$ cat src/common/pict_pkg.sv
// Package for the pulse interval capture timer: offsets, fields, divisors.
// Assumes a 40 MHz system clock and an Avalon-MM byte-addressed bus.
package pict_pkg;
    // Register indices (byte address is four times the index)
    localparam logic [7:0] PICT_IDX_RELOAD_LOW = 8'hB7;
    localparam logic [7:0] PICT_IDX_RELOAD_HIGH = 8'hB9;
    localparam logic [7:0] PICT_IDX_CAPTURE_HIGH = 8'hBA;
    localparam logic [7:0] PICT_IDX_CAPTURE_LOW = 8'hBB;
    localparam logic [7:0] PICT_IDX_THRESHOLD_LOW = 8'hBC;
    localparam logic [7:0] PICT_IDX_THRESHOLD_HIGH = 8'hBD;
    localparam logic [7:0] PICT_IDX_CONTROL_A = 8'hBE;
    localparam logic [7:0] PICT_IDX_CONTROL_B = 8'hBF;
    localparam logic [7:0] PICT_IDX_INT_ROUTE = 8'hDE;
    localparam logic [7:0] PICT_IDX_POWER = 8'hC0;
    localparam int PICT_ADDR_W = 10;
    // Control A fields
    localparam int PICT_A_WRAP = 7;
    localparam int PICT_A_STEP_A = 6;
    localparam int PICT_A_LIVE = 5;
    localparam int PICT_A_REFRESH = 4;
    localparam int PICT_A_RUN = 3;
    localparam int PICT_A_RISE = 2;
    localparam int PICT_A_FALL = 1;
    localparam int PICT_A_SEL = 0;
    // Control B fields
    localparam int PICT_B_STEP_B = 2;
    localparam int PICT_B_FIRST = 1;
    localparam int PICT_B_START = 0;
    // Interrupt route fields
    localparam int PICT_R_ROUTE_1 = 7;
    localparam int PICT_R_ROUTE_0 = 6;
    // Power control fields
    localparam int PICT_P_SHUTOFF = 0;
    localparam int PICT_P_IDLE = 1;
    localparam int PICT_P_DOWN = 2;
    localparam logic [7:0] PICT_RESET_BYTE = 8'h00;
    // Counter clock divisors of the system clock
    localparam int PICT_DIV_00 = 8;
    localparam int PICT_DIV_01 = 16;
    localparam int PICT_DIV_10 = 64;
    localparam int PICT_DIV_11 = 128;
    localparam int PICT_DIV_W = 7;
    typedef enum logic [1:0] {PICT_MODE_NORMAL, PICT_MODE_SPIKE,
                              PICT_MODE_LIVE} pict_mode_t;
endpackage : pict_pkg

$ cat src/rtl/pict_timer.sv
// Pulse interval capture timer: counter, capture, spike filter, registers.
// Assumes pins synchronous to clk and an Avalon-MM master on the bus.
//
// Function
// - Clearing run halts counter until set
// - Run rising loads reload, clears wrap flag
// - Idle keeps running unless shutoff bit set
// - Power-down stops counting, capture, filter interrupts
// - Overflow sets wrap flag; software clears
// - Step A selects divide by 8 or 16 (64 or 128 with step B)
// - Live mode disables capture, reads count
// - Refresh bit reloads counter on capture
// - Rise and fall bits select capture edges
// - Select bit picks pin 3.3 or 3.2
// - Divisions 8, 16, 64, 128 of clock
// - First bit shows first spike-filter event
// - Start bit arms filter; second event interrupts
// - Route 0 picks pin 3.3 or filter
// - Route 1 picks pin 3.2 or filter
// - Control and route registers reset zero
// - Sixteen-bit up counter measures intervals
// - Run set also clears first bit
// - Start and live bits choose mode
// - Short or wrapped second event is suppressed
`timescale 1ns/1ps
`default_nettype none
module pict_timer
    import pict_pkg::*;
#(
    parameter int CNT_W = 16
)(
    // Clock and reset
    input wire logic clk,
    input wire logic reset_n,
    // Avalon-MM slave
    input wire logic [PICT_ADDR_W-1:0] avs_address,
    input wire logic avs_read,
    input wire logic avs_write,
    input wire logic [31:0] avs_writedata,
    input wire logic [3:0] avs_byteenable,
    output logic [31:0] avs_readdata,
    output logic avs_waitrequest,
    // Pins
    input wire logic pin_p32,
    input wire logic pin_p33,
    // Interrupt lines to the controller
    output logic int_line_0,
    output logic int_line_1,
    // Filter interrupt pulse
    output logic filter_irq
);
    logic [7:0] ctl_a_q;
    logic [7:0] ctl_b_q;
    logic [7:0] route_q;
    logic [7:0] power_q;
    logic [CNT_W-1:0] reload_q;
    logic [CNT_W-1:0] thresh_q;
    logic [CNT_W-1:0] capt_q;
    logic [CNT_W-1:0] cnt_q;
    logic run_q;
    logic in_q;
    logic irq_q;
    logic ack_q;
    logic [31:0] rdata_q;
    pict_mode_t mode;

    // Bus decode; one wait state so every access completes on the second edge
    wire logic [7:0] idx_w;
    wire logic mapped_w;
    wire logic wr_w;
    wire logic lane0_w;
    assign idx_w = avs_address[PICT_ADDR_W-1:2];
    assign avs_waitrequest = (avs_read || avs_write) && !ack_q;
    assign wr_w = avs_write && ack_q;
    assign lane0_w = avs_byteenable[0];
    assign mapped_w = (idx_w == PICT_IDX_RELOAD_LOW) ||
        (idx_w == PICT_IDX_RELOAD_HIGH) || (idx_w == PICT_IDX_CAPTURE_HIGH) ||
        (idx_w == PICT_IDX_CAPTURE_LOW) || (idx_w == PICT_IDX_THRESHOLD_LOW) ||
        (idx_w == PICT_IDX_THRESHOLD_HIGH) || (idx_w == PICT_IDX_CONTROL_A) ||
        (idx_w == PICT_IDX_CONTROL_B) || (idx_w == PICT_IDX_INT_ROUTE) ||
        (idx_w == PICT_IDX_POWER);
    // Registers are one byte wide, so the upper write lanes are ignored
    wire logic [7:0] wb_w;
    assign wb_w = avs_writedata[7:0];
    wire logic wr_ctl_a;
    wire logic wr_ctl_b;
    wire logic wr_route;
    wire logic wr_power;
    wire logic wr_rel_l;
    wire logic wr_rel_h;
    wire logic wr_thr_l;
    wire logic wr_thr_h;
    assign wr_ctl_a = wr_w && lane0_w && (idx_w == PICT_IDX_CONTROL_A);
    assign wr_ctl_b = wr_w && lane0_w && (idx_w == PICT_IDX_CONTROL_B);
    assign wr_route = wr_w && lane0_w && (idx_w == PICT_IDX_INT_ROUTE);
    assign wr_power = wr_w && lane0_w && (idx_w == PICT_IDX_POWER);
    assign wr_rel_l = wr_w && lane0_w && (idx_w == PICT_IDX_RELOAD_LOW);
    assign wr_rel_h = wr_w && lane0_w && (idx_w == PICT_IDX_RELOAD_HIGH);
    assign wr_thr_l = wr_w && lane0_w && (idx_w == PICT_IDX_THRESHOLD_LOW);
    assign wr_thr_h = wr_w && lane0_w && (idx_w == PICT_IDX_THRESHOLD_HIGH);

    // Power gating
    wire logic active_w;
    assign active_w = !power_q[PICT_P_DOWN] &&
        !(power_q[PICT_P_IDLE] && power_q[PICT_P_SHUTOFF]);

    // Mode decode
    assign mode = ctl_a_q[PICT_A_LIVE] ? PICT_MODE_LIVE :
        (ctl_b_q[PICT_B_START] ? PICT_MODE_SPIKE : PICT_MODE_NORMAL);

    // Run edge and counting
    wire logic run_bit_w;
    wire logic run_rise_w;
    wire logic counting_w;
    wire logic tick_w;
    wire logic wrap_w;
    assign run_bit_w = ctl_a_q[PICT_A_RUN];
    assign run_rise_w = run_bit_w && !run_q;
    assign counting_w = run_bit_w && !run_rise_w && active_w;

    pict_divider #(
        .DIV_W(PICT_DIV_W)
    ) u_div (
        .clk(clk),
        .reset_n(reset_n),
        .enable(counting_w),
        .step_sel({ctl_b_q[PICT_B_STEP_B], ctl_a_q[PICT_A_STEP_A]}),
        .tick(tick_w)
    );
    assign wrap_w = tick_w && (cnt_q == {CNT_W{1'b1}});

    // Edge detection on the selected pin
    wire logic in_w;
    wire logic rise_w;
    wire logic fall_w;
    wire logic event_w;
    assign in_w = ctl_a_q[PICT_A_SEL] ? pin_p33 : pin_p32;
    assign rise_w = in_w && !in_q;
    assign fall_w = !in_w && in_q;
    assign event_w = counting_w && (mode != PICT_MODE_LIVE) &&
        ((rise_w && ctl_a_q[PICT_A_RISE]) ||
         (fall_w && ctl_a_q[PICT_A_FALL]));

    // Spike filter decisions
    wire logic spike_w;
    wire logic first_ev_w;
    wire logic second_ev_w;
    wire logic bad_w;
    wire logic rearm_w;
    wire logic pass_w;
    wire logic reload_ev_w;
    wire logic clr_wrap_w;
    wire logic [CNT_W-1:0] cnt_next_w;
    assign spike_w = (mode == PICT_MODE_SPIKE);
    assign first_ev_w = event_w && spike_w && !ctl_b_q[PICT_B_FIRST];
    assign second_ev_w = event_w && spike_w && ctl_b_q[PICT_B_FIRST];
    assign bad_w = (cnt_q <= thresh_q) || ctl_a_q[PICT_A_WRAP];
    assign pass_w = second_ev_w && !bad_w;
    // A rejected pulse waits for the matching edge unless both edges count
    assign rearm_w = second_ev_w && bad_w &&
        !(ctl_a_q[PICT_A_RISE] && ctl_a_q[PICT_A_FALL]);
    assign reload_ev_w = first_ev_w || (second_ev_w && bad_w) ||
        (event_w && !spike_w && ctl_a_q[PICT_A_REFRESH]) ||
        (pass_w && ctl_a_q[PICT_A_REFRESH]);
    assign clr_wrap_w = run_rise_w || first_ev_w || (second_ev_w && bad_w);
    assign cnt_next_w = cnt_q + 1'b1;

    // Control A with hardware-set, software-writable wrap flag; overflow wins over clear
    logic [7:0] ctl_a_d;
    always_comb
    begin
        ctl_a_d = ctl_a_q;
        if (wr_ctl_a)
            ctl_a_d = wb_w;
        if (clr_wrap_w)
            ctl_a_d[PICT_A_WRAP] = 1'b0;
        if (wrap_w && !run_rise_w)
            ctl_a_d[PICT_A_WRAP] = 1'b1;
    end

    // Control B: first bit is hardware-owned
    logic [7:0] ctl_b_d;
    always_comb
    begin
        ctl_b_d = ctl_b_q;
        if (wr_ctl_b)
        begin
            ctl_b_d = wb_w;
            ctl_b_d[PICT_B_FIRST] = ctl_b_q[PICT_B_FIRST];
        end
        ctl_b_d[7:3] = 5'h00;
        if (!spike_w || run_rise_w)
            ctl_b_d[PICT_B_FIRST] = 1'b0;
        else if (first_ev_w || rearm_w)
            ctl_b_d[PICT_B_FIRST] = 1'b1;
        else if (second_ev_w)
            ctl_b_d[PICT_B_FIRST] = 1'b0;
    end

    // Counter next value
    logic [CNT_W-1:0] cnt_d;
    always_comb
    begin
        cnt_d = cnt_q;
        if (run_rise_w || (reload_ev_w && active_w))
            cnt_d = reload_q;
        else if (tick_w)
            cnt_d = cnt_next_w;
    end

    // Read mux; capture reads live count in live mode
    wire logic [CNT_W-1:0] capt_view_w;
    logic [7:0] rd_byte;
    assign capt_view_w = (mode == PICT_MODE_LIVE) ? cnt_q : capt_q;
    always_comb
    begin
        case (idx_w)
            PICT_IDX_RELOAD_LOW: rd_byte = reload_q[7:0];
            PICT_IDX_RELOAD_HIGH: rd_byte = reload_q[15:8];
            PICT_IDX_CAPTURE_HIGH: rd_byte = capt_view_w[15:8];
            PICT_IDX_CAPTURE_LOW: rd_byte = capt_view_w[7:0];
            PICT_IDX_THRESHOLD_LOW: rd_byte = thresh_q[7:0];
            PICT_IDX_THRESHOLD_HIGH: rd_byte = thresh_q[15:8];
            PICT_IDX_CONTROL_A: rd_byte = ctl_a_q;
            PICT_IDX_CONTROL_B: rd_byte = ctl_b_q;
            PICT_IDX_INT_ROUTE: rd_byte = route_q;
            PICT_IDX_POWER: rd_byte = power_q;
            default: rd_byte = PICT_RESET_BYTE;
        endcase
    end

    // Control registers; hardware-owned bits live in the next values
    always_ff @(posedge clk)
    begin
        if (!reset_n)
        begin
            ctl_a_q <= PICT_RESET_BYTE;
            ctl_b_q <= PICT_RESET_BYTE;
        end
        else
        begin
            ctl_a_q <= ctl_a_d;
            ctl_b_q <= ctl_b_d;
        end
    end

    // Route keeps only its two source bits; the rest read as zero
    always_ff @(posedge clk)
    begin
        if (!reset_n)
            route_q <= PICT_RESET_BYTE;
        else if (wr_route)
            route_q <= {wb_w[7:6], 6'h00};
    end

    // Power request bits: shutoff, idle and power-down
    always_ff @(posedge clk)
    begin
        if (!reset_n)
            power_q <= PICT_RESET_BYTE;
        else if (wr_power)
            power_q <= {5'h00, wb_w[2:0]};
    end

    // Halves are written one at a time with no shadow latch
    always_ff @(posedge clk)
    begin
        if (!reset_n)
            reload_q <= '0;
        else if (wr_rel_l)
            reload_q[7:0] <= wb_w;
        else if (wr_rel_h)
            reload_q[15:8] <= wb_w;
    end

    always_ff @(posedge clk)
    begin
        if (!reset_n)
            thresh_q <= '0;
        else if (wr_thr_l)
            thresh_q[7:0] <= wb_w;
        else if (wr_thr_h)
            thresh_q[15:8] <= wb_w;
    end

    // Counter and capture
    always_ff @(posedge clk)
    begin
        if (!reset_n)
        begin
            cnt_q <= '0;
            capt_q <= '0;
        end
        else
        begin
            cnt_q <= cnt_d;
            if (event_w)
                capt_q <= cnt_q;
        end
    end

    // Previous samples for edge detection and the filter pulse
    always_ff @(posedge clk)
    begin
        if (!reset_n)
        begin
            run_q <= 1'b0;
            in_q <= 1'b0;
            irq_q <= 1'b0;
        end
        else
        begin
            run_q <= run_bit_w;
            in_q <= in_w;
            irq_q <= pass_w;
        end
    end

    // Bus answer
    always_ff @(posedge clk)
    begin
        if (!reset_n)
        begin
            ack_q <= 1'b0;
            rdata_q <= '0;
        end
        else
        begin
            ack_q <= (avs_read || avs_write) && !ack_q;
            if (avs_read && !ack_q)
                rdata_q <= mapped_w ? {24'h000000, rd_byte} : 32'h00000000;
        end
    end
    assign avs_readdata = rdata_q;

    // Interrupt routing; filter pulse only while the block is powered
    assign filter_irq = irq_q && active_w;
    assign int_line_0 = route_q[PICT_R_ROUTE_0] ? filter_irq : pin_p33;
    assign int_line_1 = route_q[PICT_R_ROUTE_1] ? filter_irq : pin_p32;
endmodule : pict_timer
`default_nettype wire

$ cat src/rtl/pict_divider.sv
// Counter tick generator: a pulse every divisor system clocks.
// Assumes clk and a synchronous active-low reset.
`timescale 1ns/1ps
`default_nettype none
module pict_divider
    import pict_pkg::*;
#(
    parameter int DIV_W = PICT_DIV_W
)(
    // Clock and reset
    input wire logic clk,
    input wire logic reset_n,
    // Control
    input wire logic enable,
    input wire logic [1:0] step_sel,
    // Tick out
    output logic tick
);
    logic [DIV_W-1:0] cnt_q;
    logic [DIV_W-1:0] cnt_d;
    wire logic [DIV_W-1:0] last_w;
    assign last_w = (step_sel == 2'h0) ? DIV_W'(PICT_DIV_00 - 1) :
                    (step_sel == 2'h1) ? DIV_W'(PICT_DIV_01 - 1) :
                    (step_sel == 2'h2) ? DIV_W'(PICT_DIV_10 - 1) :
                    DIV_W'(PICT_DIV_11 - 1);
    assign tick = enable && (cnt_q >= last_w);
    assign cnt_d = !enable ? '0 : (tick ? '0 : cnt_q + 1'b1);
    always_ff @(posedge clk)
    begin
        if (!reset_n)
            cnt_q <= '0;
        else
            cnt_q <= cnt_d;
    end
endmodule : pict_divider
`default_nettype wire

$ cat config.mk
export PLATFORM = sky130hd
export DESIGN_NAME = pict_timer
export DESIGN_NICKNAME = d
export VERILOG_FILES = /design/src/common/pict_pkg.sv /design/src/rtl/pict_timer.sv /design/src/rtl/pict_divider.sv
export SDC_FILE = /design/constraint.sdc
export NUM_CORES = 1
export LEC_CHECK = 0
export BUFFER_PORTS_ARGS = -buffer_cell sky130_fd_sc_hd__buf_2
export CAP_MARGIN = 15
export CORE_MARGIN = 1.5
export CORE_UTILIZATION = 30
export CTS_CLUSTER_SIZE = 40
export DETAILED_ROUTE_END_ITERATION = 12
export GPL_ROUTABILITY_DRIVEN = 0
export HOLD_SLACK_MARGIN = 0.05
export PLACE_DENSITY = 0.51
export SLEW_MARGIN = 40
export SYNTH_ARGS = -nofsm -noshare
export SYNTH_HDL_FRONTEND = slang
export SYNTH_SLANG_ARGS = --single-unit
$ cat constraint.sdc
create_clock -name clk -period 2.36 [get_ports clk]
set_clock_uncertainty 0.05 [all_clocks]
set_input_delay 0.354 -clock clk [delete_from_list [all_inputs] [get_ports clk]]
set_output_delay 0.354 -clock clk [all_outputs]
set_load 0.05 [all_outputs]
==> results.txt <==
synth-to-layout area growth: 27.0%
Post-Syn Instances: 614
IO Pins: 88
drt via density: 5.13
Final min period: 2.51 ns
Die X-Extent: 138 microns
power density over the cells: 507 nW/um^2
input/output buffers: 34
hpwl dp: 12,700 microns
num rows: 49
hold path endpoint: ack_q$_SDFF_PN0_
Finished Core Util: 38.7%
first-pass GRT wire length: 25,600 microns
Worst Path Max Fanout: 8
Ys Warns: 0
Critical Path RT: 2.58 ns
DRT Wirelength: 17,000 microns
CP Class: reg -> reg
GR Util All Layers: 18.3%
Fill cells: 1,792
worst path cell trace: inv_1 > ha_1 > nor2b_1 > o211ai_1 > a21boi_4 > o31a_1 > buf_4 > a21o_4 > clkbuf_16 > a221oi_2
Root Driver: clkbuf_16
number of global-route vias before repair: 4,573
Final Hold Slack: 0.248 ns
Hold Path Class: in -> reg
worst hold start: avs_read
Synth Area per Inst: 8.86 sq um
Post-Syn Area: 5440 sq um
Crit path arrival time: 2.72 ns
clk_lat worst skew: 0.36 ns
CTS clk-pin slew, worst paths: 0.07 ns
CORE AREA: 17,800 sq um
Hold Violations, Final: 0
Yosys top cell area share: 36.4%
Distinct cells, synth: 62
worst-margin pin slew: 0.836 ns
post-synthesis async set-or-reset flop share: 0%
DRT iter0 DRCs: 320
Startpoint Class: register
final setup margin: -0.148 ns
Die Area: 18,900 sq um
setup slack, reg-to-reg: -0.15 ns
Peak VDD IR: 0.363 mV
most common cell after layout, fill and taps aside: nor2_1
die height: 138 microns
GRT Residual Overflow: 0
sum of negative setup slack: -1.58 ns
largest net degree at the start of global routing: 86
Detail Route Antenna Nets: 0
Total Nets Final: 773
Max Slew Vio Count: 0
FMAX: 399 MHz
slowest stage delay, CP: 0.38 ns
clock sinks: 99
maxcap violations: 0
initial antenna violation count: 0
DR DRC count: 0
Vias: 4,788
most frequent cells in the layout: nor2_1 (98), dfxtp_1 (87), mux2i_1 (81)
FF-to-FF path depth: 10
CTS tree: built
Setup Viol. Count Final: 17
RR Startpoint: thresh_q[1]$_SDFFE_PN0P_
n_diodes: 0
RSZ-0062 raised after global routing: true
drt pass-1 iters: 5
top cell family by delay on the critical path: compound AO/OA/AOI/OAI gates
area leader, netlist: dfxtp_1
Longest Clk Path Bufs: 2
top area cells in the synthesized netlist: dfxtp_1 (36%), mux2i_1 (15%), nor2_1 (6.8%), ha_1 (5.1%), buf_4 (3.3%)
worst path buffer plus inverter count: 3
critical path depth in cells: 10
CP endpoint kind: register
status: finished, violations left
Top FF cell, synth: dfxtp_1
WL/cell: 18.2 microns
layout cells sized above 1: 27.7%
period utilisation layout: 106%
htree depth: 3
hold path cells: 3
Worst path slowest cell: o31a_1
leakage: 2.61 nW
violated checks: setup timing
crit path from: thresh_q[1]$_SDFFE_PN0P_
Seq/Total Area, Yosys: 36.4%
FF-to-FF End: cnt_q[8]$_SDFFE_PN0P_
post-synthesis register bit count: 99
worst relative slew slack: 44.1%
TritonCTS Buffers: 9
Initial Util: 30.5%
Post-synth EDFFs: 0
-- kinds of logic after synthesis --
group / share of synthesized area [%]
AO/OA/AOI/OAI: 14.0
XOR/XNOR: 3.22
adder cells (fa/ha/maj): 5.06
buffers and inverters: 7.34
flip-flops: 36.4
multiplexers: 16.1
other: 0.0689
AND/OR/NAND/NOR: 17.8
-- tightest hold or removal path, delay by kind of cell --
kind | cells | cell delay (ns)
and+or+nand+nor | 2 | 0.16
buffers and inverters | 1 | 0.09
-- Yosys cell counts (3+ instances only) --
cell      instances
a211oi_1         15
a21o_1            9
a21oi_1          23
a221o_1           3
a221oi_1         11
a22oi_1           8
and2_1            4
and3_1            7
buf_1             3
buf_2            10
buf_4            24
clkbuf_1         14
dfxtp_1          99
ha_1             22
inv_1            25
mux2_2            6
mux2i_1          81
nand2_1          33
nand2b_1          4
nand3_1          15
nand4_1           5
nor2_1           98
nor3_1            7
nor3b_1           3
nor4_1            4
o211ai_1          3
o21ai_0          13
o22ai_1           7
xnor2_1          17
xor2_1            3
-- what timing repair did --
action                                 4_1_cts  5_1_grt
resized for setup                           41       31
pin swaps                                   18       21
setup endpoints to repair                   19       19
cloned                                       0        2
hold buffers                                 0        0
setup buffers                                2        2
endpoints found under the hold margin        0        0
-- cell type report --
cell class	count	area, sq um	share of cell area [%]
clock buffer	13	280	4.06
clock inverter	3	43.8	0.634
inverter	25	93.8	1.36
multi-input combinational	461	3420	49.6
sequential	99	2000	28.9
tap	229	287	4.15
timing repair buffer	103	782	11.3
-- registers in the layout, summed over array words and instances, names as in the netlist --
name	cells
ctl_a_q	8
in_q	1
ack_q	1
capt_q	16
power_q	3
reload_q	16
avs_readdata	8
route_q	2
ctl_b_q	3
cnt_q	16
irq_q	1
run_q	1
thresh_q	16
u_div.cnt_q	7
-- power breakdown --
group | internal (W) | switching [W] | leakage (nW)
clock network | 0.000938 | 0.000654 | 0.162
registers | 0.00167 | 0.00000221 | 0.804
logic | 0.0000439 | 0.000189 | 1.64
-- per-layer routing --
metal | vias to the layer above | global-route usage, % | wire length [microns]
li1 | 2304 | - | -
met1 | 2325 | 24.1 | 7750
met2 | 137 | 30.2 | 7970
met3 | 22 | 3.94 | 925
met4 | 0 | 5.20 | 324
met5 | - | 0 | 0
-- stage by stage --
stage / total power (W) / std cells / instance area, sq um / worst slack [ns]
2_1_floorplan: 0.00190 / 637 / 5530 / 0.0472
3_3_place_gp: 0.00194 / 911 / 6200 / -0.0832
3_5_place_dp: 0.00194 / 911 / 6200 / -0.194
4_1_cts: 0.00353 / 929 / 6700 / -0.0729
5_1_grt: 0.00361 / 933 / 6910 / -0.229
6_report: 0.00350 / 933 / 6910 / -0.148
-- how the worst max path moves through the flow --
stage	to	slack, ns
2_1_floorplan	cnt_q[8]$_SDFFE_PN0P_	0.05
3_3_place_gp	ctl_b_q[1]$_SDFFE_PP0P_	-0.08
3_5_place_dp	ctl_b_q[1]$_SDFFE_PP0P_	-0.19
4_1_cts	ctl_b_q[1]$_SDFFE_PP0P_	-0.07
5_1_grt	cnt_q[11]$_SDFFE_PN0P_	-0.23
6_report	cnt_q[8]$_SDFFE_PN0P_	-0.15
Note: power is estimated with default switching activity, not from simulation.
